--- src/inc/sfd_pkg.sv ---
/*
 * shared constants for the 24-bit framed serial target link and its host.
 * assumes both ends run on one 200 MHz system clock.
 */
package sfd_pkg;
	// ----------------------------------------
	// frame layout
	// ----------------------------------------
	localparam int FRAME_BITS = 24;
	localparam int RW_POS = 23;
	localparam int SEL_HI = 22;
	localparam int SEL_LO = 16;
	localparam int SEL_W = 7;
	localparam int DATA_W = 16;
	localparam int DATA_HI = 15;
	localparam logic RW_WRITE = 1'b0;
	localparam logic RW_READ = 1'b1;
	// ----------------------------------------
	// timing and register bank
	// ----------------------------------------
	localparam int CLK_NS = 5;
	localparam int SCK_HALF_NS = 40;
	localparam int SCK_HALF_CYC = (SCK_HALF_NS + CLK_NS - 1) / CLK_NS;
	localparam int REG_COUNT = 128;
	localparam logic [DATA_W-1:0] REG_RESET = 16'h0000;
endpackage : sfd_pkg

--- src/inc/sfd_if.sv ---
/*
 * serial link between host and target: chip-select, clock, data in, data out.
 * assumes the bench resolves the target's three-state output from its enable.
 */
interface sfd_if;
	logic cs_n;
	logic sck;
	logic mosi;
	logic miso_o;
	logic miso_oe_n;
	modport host (output cs_n, output sck, output mosi, input miso_o, input miso_oe_n);
	modport target (input cs_n, input sck, input mosi, output miso_o, output miso_oe_n);
endinterface : sfd_if

--- src/hw/sfd_sync.sv ---
/*
 * two-flop synchroniser for one pin level.
 * assumes the input is asynchronous to clk.
 */
module sfd_sync #(
	parameter logic INIT = 1'b0
) (
	// clock and reset
	input wire logic clk,
	input wire logic nrst,
	input wire logic ce,
	// level
	input wire logic d,
	output logic q
);
	logic s1_r;
	logic s1_nxt;
	logic q_nxt;

	always_comb begin
		s1_nxt = s1_r;
		q_nxt = q;
		if (ce) begin
			s1_nxt = d;
			q_nxt = s1_r;
		end
	end

	always_ff @(posedge clk) begin
		if (!nrst) begin
			s1_r <= INIT;
			q <= INIT;
		end else begin
			s1_r <= s1_nxt;
			q <= q_nxt;
		end
	end
endmodule : sfd_sync

--- src/hw/sfd_target.sv ---
/*
 * framed serial target: 24-bit shifter, commit on chip-select rise, 128x16 bank.
 * assumes the link pins are asynchronous and sampled by clk well above sck rate.
 */
module sfd_target #(
	parameter bit DAISY = 1'b0
) (
	// clock and reset
	input wire logic clk,
	input wire logic nrst,
	input wire logic ce,
	// link
	sfd_if.target lnk,
	// user side
	output logic [sfd_pkg::SEL_W-1:0] wr_sel,
	output logic [sfd_pkg::DATA_W-1:0] wr_data,
	output logic wr_stb,
	output logic bad_frame
);
	// ----------------------------------------
	// pin synchronisers
	// ----------------------------------------
	logic cs_n_s;
	logic sck_s;
	logic mosi_s;

	sfd_sync #(.INIT(1'b1)) u_cs (.clk(clk), .nrst(nrst), .ce(ce), .d(lnk.cs_n), .q(cs_n_s));
	sfd_sync #(.INIT(1'b0)) u_sck (.clk(clk), .nrst(nrst), .ce(ce), .d(lnk.sck), .q(sck_s));
	sfd_sync #(.INIT(1'b0)) u_mosi (.clk(clk), .nrst(nrst), .ce(ce), .d(lnk.mosi), .q(mosi_s));

	// ----------------------------------------
	// state
	// ----------------------------------------
	typedef logic [sfd_pkg::DATA_W-1:0] sfd_word_t;
	localparam int CNT_W = 6;
	localparam logic [CNT_W-1:0] CNT_FRAME = CNT_W'(sfd_pkg::FRAME_BITS);

	logic cs_n_r, cs_n_nxt;
	logic sck_r, sck_nxt;
	logic [sfd_pkg::FRAME_BITS-1:0] sh_r, sh_nxt;
	logic [CNT_W-1:0] cnt_r, cnt_nxt;
	logic over_r, over_nxt;
	logic miso_r, miso_nxt;
	logic rd_pend_r, rd_pend_nxt;
	logic [sfd_pkg::SEL_W-1:0] rd_sel_r, rd_sel_nxt;
	logic [sfd_pkg::SEL_W-1:0] wr_sel_nxt;
	sfd_word_t wr_data_nxt;
	logic wr_stb_nxt;
	logic bad_nxt;
	sfd_word_t bank_r [sfd_pkg::REG_COUNT];
	logic oe_n_r, oe_n_nxt;

	logic cs_fall, cs_rise, sck_fall, sck_rise, frame_ok;

	assign cs_fall = cs_n_r && !cs_n_s;
	assign cs_rise = !cs_n_r && cs_n_s;
	assign sck_fall = sck_r && !sck_s && !cs_n_s;
	assign sck_rise = !sck_r && sck_s && !cs_n_s;
	// daisy use accepts any multiple; standalone wants exactly one frame
	assign frame_ok = DAISY ? (cnt_r == CNT_FRAME) : (cnt_r == CNT_FRAME && !over_r);

	always_comb begin
		cs_n_nxt = cs_n_r;
		sck_nxt = sck_r;
		sh_nxt = sh_r;
		cnt_nxt = cnt_r;
		over_nxt = over_r;
		miso_nxt = miso_r;
		rd_pend_nxt = rd_pend_r;
		rd_sel_nxt = rd_sel_r;
		wr_sel_nxt = wr_sel;
		wr_data_nxt = wr_data;
		wr_stb_nxt = wr_stb;
		bad_nxt = bad_frame;
		oe_n_nxt = oe_n_r;
		if (ce) begin
			wr_stb_nxt = 1'b0;
			bad_nxt = 1'b0;
			cs_n_nxt = cs_n_s;
			sck_nxt = sck_s;
			if (cs_fall) begin
				cnt_nxt = '0;
				over_nxt = 1'b0;
				oe_n_nxt = 1'b0;
				// load reply: previous read data, else zero where undefined
				sh_nxt = '0;
				if (rd_pend_r) begin
					sh_nxt[sfd_pkg::DATA_HI:0] = bank_r[rd_sel_r];
				end
				miso_nxt = sh_nxt[sfd_pkg::RW_POS];
			end else if (!cs_n_s) begin
				if (sck_rise && cnt_r != '0) begin
					miso_nxt = sh_r[sfd_pkg::RW_POS];
				end
				if (sck_fall) begin
					sh_nxt = {sh_r[sfd_pkg::RW_POS-1:0], mosi_s};
					if (cnt_r == CNT_FRAME) begin
						over_nxt = 1'b1;
						cnt_nxt = CNT_W'(1);
					end else begin
						cnt_nxt = cnt_r + CNT_W'(1);
					end
				end
			end
			if (cs_rise) begin
				oe_n_nxt = 1'b1;
				// the output registers below act as the input register
				if (frame_ok) begin
					if (sh_r[sfd_pkg::RW_POS] == sfd_pkg::RW_WRITE) begin
						wr_sel_nxt = sh_r[sfd_pkg::SEL_HI:sfd_pkg::SEL_LO];
						wr_data_nxt = sh_r[sfd_pkg::DATA_HI:0];
						wr_stb_nxt = 1'b1;
						rd_pend_nxt = 1'b0;
					end else begin
						rd_sel_nxt = sh_r[sfd_pkg::SEL_HI:sfd_pkg::SEL_LO];
						rd_pend_nxt = 1'b1;
					end
				end else begin
					bad_nxt = 1'b1;
					rd_pend_nxt = 1'b0;
				end
			end
		end
	end

	always_ff @(posedge clk) begin
		if (!nrst) begin
			cs_n_r <= 1'b1;
			sck_r <= 1'b0;
			sh_r <= '0;
			cnt_r <= '0;
			over_r <= 1'b0;
			miso_r <= 1'b0;
			rd_pend_r <= 1'b0;
			rd_sel_r <= '0;
			wr_sel <= '0;
			wr_data <= '0;
			wr_stb <= 1'b0;
			bad_frame <= 1'b0;
			oe_n_r <= 1'b1;
		end else begin
			cs_n_r <= cs_n_nxt;
			sck_r <= sck_nxt;
			sh_r <= sh_nxt;
			cnt_r <= cnt_nxt;
			over_r <= over_nxt;
			miso_r <= miso_nxt;
			rd_pend_r <= rd_pend_nxt;
			rd_sel_r <= rd_sel_nxt;
			wr_sel <= wr_sel_nxt;
			wr_data <= wr_data_nxt;
			wr_stb <= wr_stb_nxt;
			bad_frame <= bad_nxt;
			oe_n_r <= oe_n_nxt;
		end
	end

	// ----------------------------------------
	// register bank
	// ----------------------------------------
	// write lands one cycle after commit, from the decoded input register
	always_ff @(posedge clk) begin
		if (!nrst) begin
			for (int i = 0; i < sfd_pkg::REG_COUNT; i++) begin
				bank_r[i] <= sfd_pkg::REG_RESET;
			end
		end else if (ce && wr_stb) begin
			bank_r[wr_sel] <= wr_data;
		end
	end

	assign lnk.miso_o = miso_r;
	assign lnk.miso_oe_n = oe_n_r;
endmodule : sfd_target

--- src/flat_wrapper.sv ---
// flat-port wrapper written by rule: the top's interface ports become plain ports
module sfd_target_flat 
#(
	parameter bit DAISY = 1'b0
)
  (clk, nrst, ce, wr_sel, wr_data, wr_stb, bad_frame, lnk_cs_n, lnk_sck, lnk_mosi, lnk_miso_o, lnk_miso_oe_n);
  sfd_if lnk_i ();
  input wire logic clk;
  input wire logic nrst;
  input wire logic ce;
  output logic [sfd_pkg::SEL_W-1:0] wr_sel;
  output logic [sfd_pkg::DATA_W-1:0] wr_data;
  output logic wr_stb;
  output logic bad_frame;
  input wire logic [$bits(lnk_i.cs_n)-1:0] lnk_cs_n;
  input wire logic [$bits(lnk_i.sck)-1:0] lnk_sck;
  input wire logic [$bits(lnk_i.mosi)-1:0] lnk_mosi;
  output wire logic [$bits(lnk_i.miso_o)-1:0] lnk_miso_o;
  output wire logic [$bits(lnk_i.miso_oe_n)-1:0] lnk_miso_oe_n;
  assign lnk_i.cs_n = lnk_cs_n;
  assign lnk_i.sck = lnk_sck;
  assign lnk_i.mosi = lnk_mosi;
  assign lnk_miso_o = lnk_i.miso_o;
  assign lnk_miso_oe_n = lnk_i.miso_oe_n;
  sfd_target #(.DAISY(DAISY)) u_core (.clk(clk), .nrst(nrst), .ce(ce), .lnk(lnk_i), .wr_sel(wr_sel), .wr_data(wr_data), .wr_stb(wr_stb), .bad_frame(bad_frame));
endmodule
--- config.mk ---
export PLATFORM = sky130hd
export DESIGN_NAME = sfd_target_flat
export DESIGN_NICKNAME = d
export VERILOG_FILES = /design/src/inc/sfd_pkg.sv /design/src/inc/sfd_if.sv /design/src/hw/sfd_sync.sv /design/src/hw/sfd_target.sv /design/src/flat_wrapper.sv
export SDC_FILE = /design/constraint.sdc
export NUM_CORES = 2
export LEC_CHECK = 0
export ABC_CLOCK_PERIOD_IN_PS = 3900
export BUFFER_PORTS_ARGS = -buffer_cell sky130_fd_sc_hd__buf_2
export CAP_MARGIN = 20
export CORE_UTILIZATION = 47
export CTS_CLUSTER_DIAMETER = 60
export DETAILED_ROUTE_END_ITERATION = 7
export PLACE_DENSITY = 0.67
export SLEW_MARGIN = 25
export SYNTH_ARGS = -nofsm -noshare
export SYNTH_HDL_FRONTEND = slang
export SYNTH_HIERARCHICAL = 1
export SYNTH_SLANG_ARGS = --single-unit
--- constraint.sdc ---
create_clock -name clk -period 3.9 [get_ports clk]
set_input_delay 0.78 -clock clk [delete_from_list [all_inputs] [get_ports clk]]
set_output_delay 0.78 -clock clk [all_outputs]
set_load 0.02 [all_outputs]
# Word level (Yosys, flattened, before mapping)
# Memories as Yosys holds them, arrays and structs flattened. A register that Yosys moved wholly into a read port is not among the register bits.
# Cells that the tools add are included.
# word_totals
reg_bits,74
ram_bits,2048
in_bits,6
elab_cells,84
n_memories,1
# op_classes
add_sub_neg,1
n_eq_ne,2
muxes,33
bitwise,1
reduce_logical,27
# memory_table
memory,words,width,read_ports,rd_ports_with_merged_regs,write_ports,line,text
u_core.bank_r,128,16,1,1,128,sfd_target.sv:50,sfd_word_t bank_r [sfd_pkg::REG_COUNT];
# op_table
cell,count
24-bit 2-to-1 mux,3
16-bit 2-to-1 mux,2
6-bit 2-to-1 mux,4
1-bit 2-to-1 mux,21
7-bit 2-to-1 mux,3
16-bit OR reduction,1
4-bit AND reduction,3
1-bit logical AND,9
2-bit nonzero test,4
"6-bit by 1-bit adder with 6-bit output, second input constant",1
"6-bit by 5-bit == test with 1-bit output, second input constant",1
3-bit AND reduction,2
6-bit nonzero test,1
1-bit logical NOT,5
2-bit AND reduction,2
"2-bit by 1-bit inequality test with 1-bit output, second input constant",1
1-bit inverter,1

# Depth between registers and ports, before layout
# logic_depth
word_depth,7
mapped_depth,12
ltp_nobuf,8

# By module
# The synthesis kept the hierarchy.
# modules_own_cells
module,n_inst,cells_each,area_per_inst_um2,seq_area_each_um2
sfd_target,1,6545,96685.2,63000.4
sfd_sync (u_core.u_mosi ...),2,6,72.6,40.0
sfd_sync (u_core.u_cs),1,6,67.6,40.0

# Least setup slack after synthesis
# Ideal clock, no wire load.
# synth_timing
path_type,input to register
startpoint,input nrst
endpoint,memory u_core/bank_r[103][0] in the netlist's numbering (enable)
setup_ps,411
arrival_time_ps,3117
setup_slack_ps,371
stages,7
path_cell_list,clkbuf_1 and3_1 clkbuf_1 nand4_1 clkbuf_1 clkbuf_1 o21ai_0
# synth_rtl
element,line,text
from (decl),flat_wrapper.sv:9,input wire logic nrst;
to (decl),sfd_target.sv:50,

==> impl_metrics.env <==
export IMPL_status="finished clean"
export IMPL_route_vias_total=56183
export IMPL_critPathKind="register to register"
export IMPL_synthFlopType="edfxtp_1"
export IMPL_timing_fmax_mhz=262
export IMPL_layout_setup_ws_ps=81.9
export IMPL_min_path_type="input port to register"
export IMPL_wl_per_cell_um=27.1
export IMPL_setup_violations=0
export IMPL_cts_num_sinks=2129
export IMPL_nets=6719
export IMPL_die_w_um=456
export IMPL_holdBufCountCts=0
export IMPL_critPathLaunchType="register"
export IMPL_cts_buffer_depth=3
export IMPL_crit_required_ps=4600
export IMPL_yosysWarnings=6
export IMPL_drt_vias_per_instance=5.86
export IMPL_synthesis_area_um2=96900
export IMPL_dpl_instance_area_um2=102000
export IMPL_rr_worst_depth=8
export IMPL_h_tree_depth=4
export IMPL_final_util=0.532
export IMPL_clk_insertion_delay_late_ps=870
export IMPL_reg2reg_setup_slack_ps=80
export IMPL_cp_end_kind="register"
export IMPL_hold_violations=0
export IMPL_grt_pass1_vias=55724
export IMPL_tns_ps=0
export IMPL_coreArea_um2=205000
export IMPL_synth_nets=6573
export IMPL_grt_max_degree=130
export IMPL_layout_common_cells="and2_1, edfxtp_1, buf_4"
export IMPL_portBuffers=32
export IMPL_layout_cells_most_common="and2_1"
export IMPL_max_vdd_ir_drop_mv=0.447
export IMPL_rsz0062_at_grt="no"
export IMPL_synth_edf_count=2048
export IMPL_min_period_ps=3820
export IMPL_dieArea_um2=208000
export IMPL_cts_tree="built"
export IMPL_post_cts_buffers=0
export IMPL_ant_nets=0
export IMPL_cts_root_buffer="clkbuf_16"
export IMPL_synth_area_leader_cell="edfxtp_1"
export IMPL_max_slew_margin_rel=0.285
export IMPL_die_h_um=456
export IMPL_area_growth_pct=12.5
export IMPL_gp_congestion=0.903
export IMPL_layout_drive_gt1_share=0.190
export IMPL_r2r_end="u_core/sh_r[9]$_SDFFE_PN0P_"
export IMPL_gr_usage_all_layers=0.248
export IMPL_min_delay_start="lnk_cs_n"
export IMPL_tightest_slew_ps=1060
export IMPL_crit_arrival_ps=4520
export IMPL_pin_count=33
export IMPL_post_place_ws_ps=-36.1
export IMPL_row_count=166
export IMPL_hpwl_um=163000
export IMPL_antenna_found_initial=6
export IMPL_fin_area_um2=109000
export IMPL_whs_ps=226
export IMPL_crit_fanout=24
export IMPL_grt_overflow_total=0
export IMPL_drt_total_wl_um=260000
export IMPL_yosys_cell_types_count=62
export IMPL_syn_area_per_cell_um2=14.8
export IMPL_ys_seq_area_frac=0.651
export IMPL_yosys_top_cells_area="edfxtp_1, and2_1, mux4_2"
export IMPL_timing_final_crit_share=0.979
export IMPL_start_util=0.473
export IMPL_holdPathEnd="u_core/u_cs/s1_r$_SDFFE_PN1P_"
export IMPL_synth_top_area_share=0.635
export IMPL_path_clk_slew_ps=60
export IMPL_syn_inst=6563
export IMPL_p_leak_nw=36.6
export IMPL_max_cap_violations=0
export IMPL_finalMaxSlewViolations=0
export IMPL_power_per_cell_area_nw_per_um2=440
export IMPL_cts_repair_resized=1
export IMPL_drt_initial_drc_count=6757
export IMPL_first_pass_iters=5
export IMPL_synthArstFlopShare=0
export IMPL_synth_ff_latch_count=2129
export IMPL_cts_buffers=219
export IMPL_clock_skew_ps=30.9
export IMPL_grt_pass1_wl_um=380000
export IMPL_drc=0
export IMPL_hold_path_depth=3
## Yosys cell counts, types with 3 or more instances
cell type,instances
a211o_1,5
a211oi_1,14
a21boi_0,16
a21oi_1,79
a221o_1,21
a221oi_1,14
a22o_1,17
a22oi_1,153
a311oi_1,10
a31oi_1,7
and2_1,2051
and3_1,3
buf_1,14
buf_2,81
buf_4,32
buf_6,12
clkbuf_1,475
dfxtp_1,81
edfxtp_1,2048
ha_1,4
inv_1,8
mux2_2,13
mux2i_1,314
mux4_1,4
mux4_2,393
nand2_1,96
nand2b_1,7
nand3_1,47
nand3b_1,30
nand4_1,19
nor2_1,178
nor2_2,7
nor2b_1,55
nor3_1,17
nor3b_1,3
o21a_1,3
o21ai_0,160
o21ai_1,4
o221ai_1,20
o22ai_1,15
or2_2,4
or3_1,3
xor2_1,3
## worst max-delay path by stage
stage | start | endpoint | slack (ps) | depth (start not counted)
after floorplan | nrst | u_core/bank_r[103][0]$_SDFFCE_PN0P_ | 370 | 7
after global placement | register | u_core/sh_r[9]$_SDFFE_PN0P_ | -410 | 8
after detailed placement | register | u_core/sh_r[5]$_SDFFE_PN0P_ | -40 | 8
after CTS | register | u_core/sh_r[9]$_SDFFE_PN0P_ | 70 | 8
after global routing | register | u_core/sh_r[9]$_SDFFE_PN0P_ | 60 | 8
final | register | u_core/sh_r[9]$_SDFFE_PN0P_ | 80 | 8
## routing by layer
| metal | GRT usage | part of all wire | up-vias |
|---|---|---|---|
| li1 | - | - | 24391 |
| met1 | 0.340 | 0.40 | 28831 |
| met2 | 0.400 | 0.48 | 2502 |
| met3 | 0.0407 | 0.082 | 459 |
| met4 | 0.0900 | 0.037 | 0 |
| met5 | 0 | 0 | - |
## power breakdown
group / switching [mW] / leakage [nW] / internal [mW] / total [mW]
clock network: 8.85 / 3.38 / 11.3 / 20.2
registers: 0.292 / 20.1 / 26.1 / 26.3
logic: 0.846 / 13.1 / 0.510 / 1.36
## through the flow
step | instances | power [mW]
finish | 9594 | 47.9
global route | 9589 | 49.1
CTS | 9587 | 48.1
detailed placement | 9175 | 28.2
global placement | 9175 | 28.1
floorplan | 6563 | 27.5
## flip-flops by register name, summed over array words and instances, names as in the netlist, 6 cells and up, named ones only
name and count:
u_core/wr_sel 7, u_core/rd_sel_r 7, u_core/wr_data 16, u_core/cnt_r 6
u_core/sh_r 24, u_core/bank_r 2048
## worst max-delay path, stage by stage, from the launching register on
cell     delay (ps)
dfxtp_4         870
buf_4           370
buf_4           230
mux4_2          550
mux2i_1         240
nor2_1           70
a221o_1         440
nor3_2          710
nand3_1         140
## cell families after synthesis
group / synth area share
AOI/OAI and AO/OA: 0.0373
xor gates and xnor gates: 0.000271
adders and majority gates: 0.000517
buffers and inverters: 0.0279
DFF: 0.651
muxes: 0.126
and+or+nand+nor: 0.156
## layout make-up
| type | instances | area, µm² |
|---|---|---|
| flip-flops and latches | 2129 | 63200 |
| fillers | 16391 | 95800 |
| inverters | 9 | 33.8 |
| well taps | 2688 | 3360 |
| diodes | 6 | 15.0 |
| clock inverters | 113 | 913 |
| multi-input cells | 3808 | 31200 |
| clock buffers | 299 | 5980 |
| repair buffers | 542 | 4320 |
Note: power is estimated with default switching activity, not from simulation.
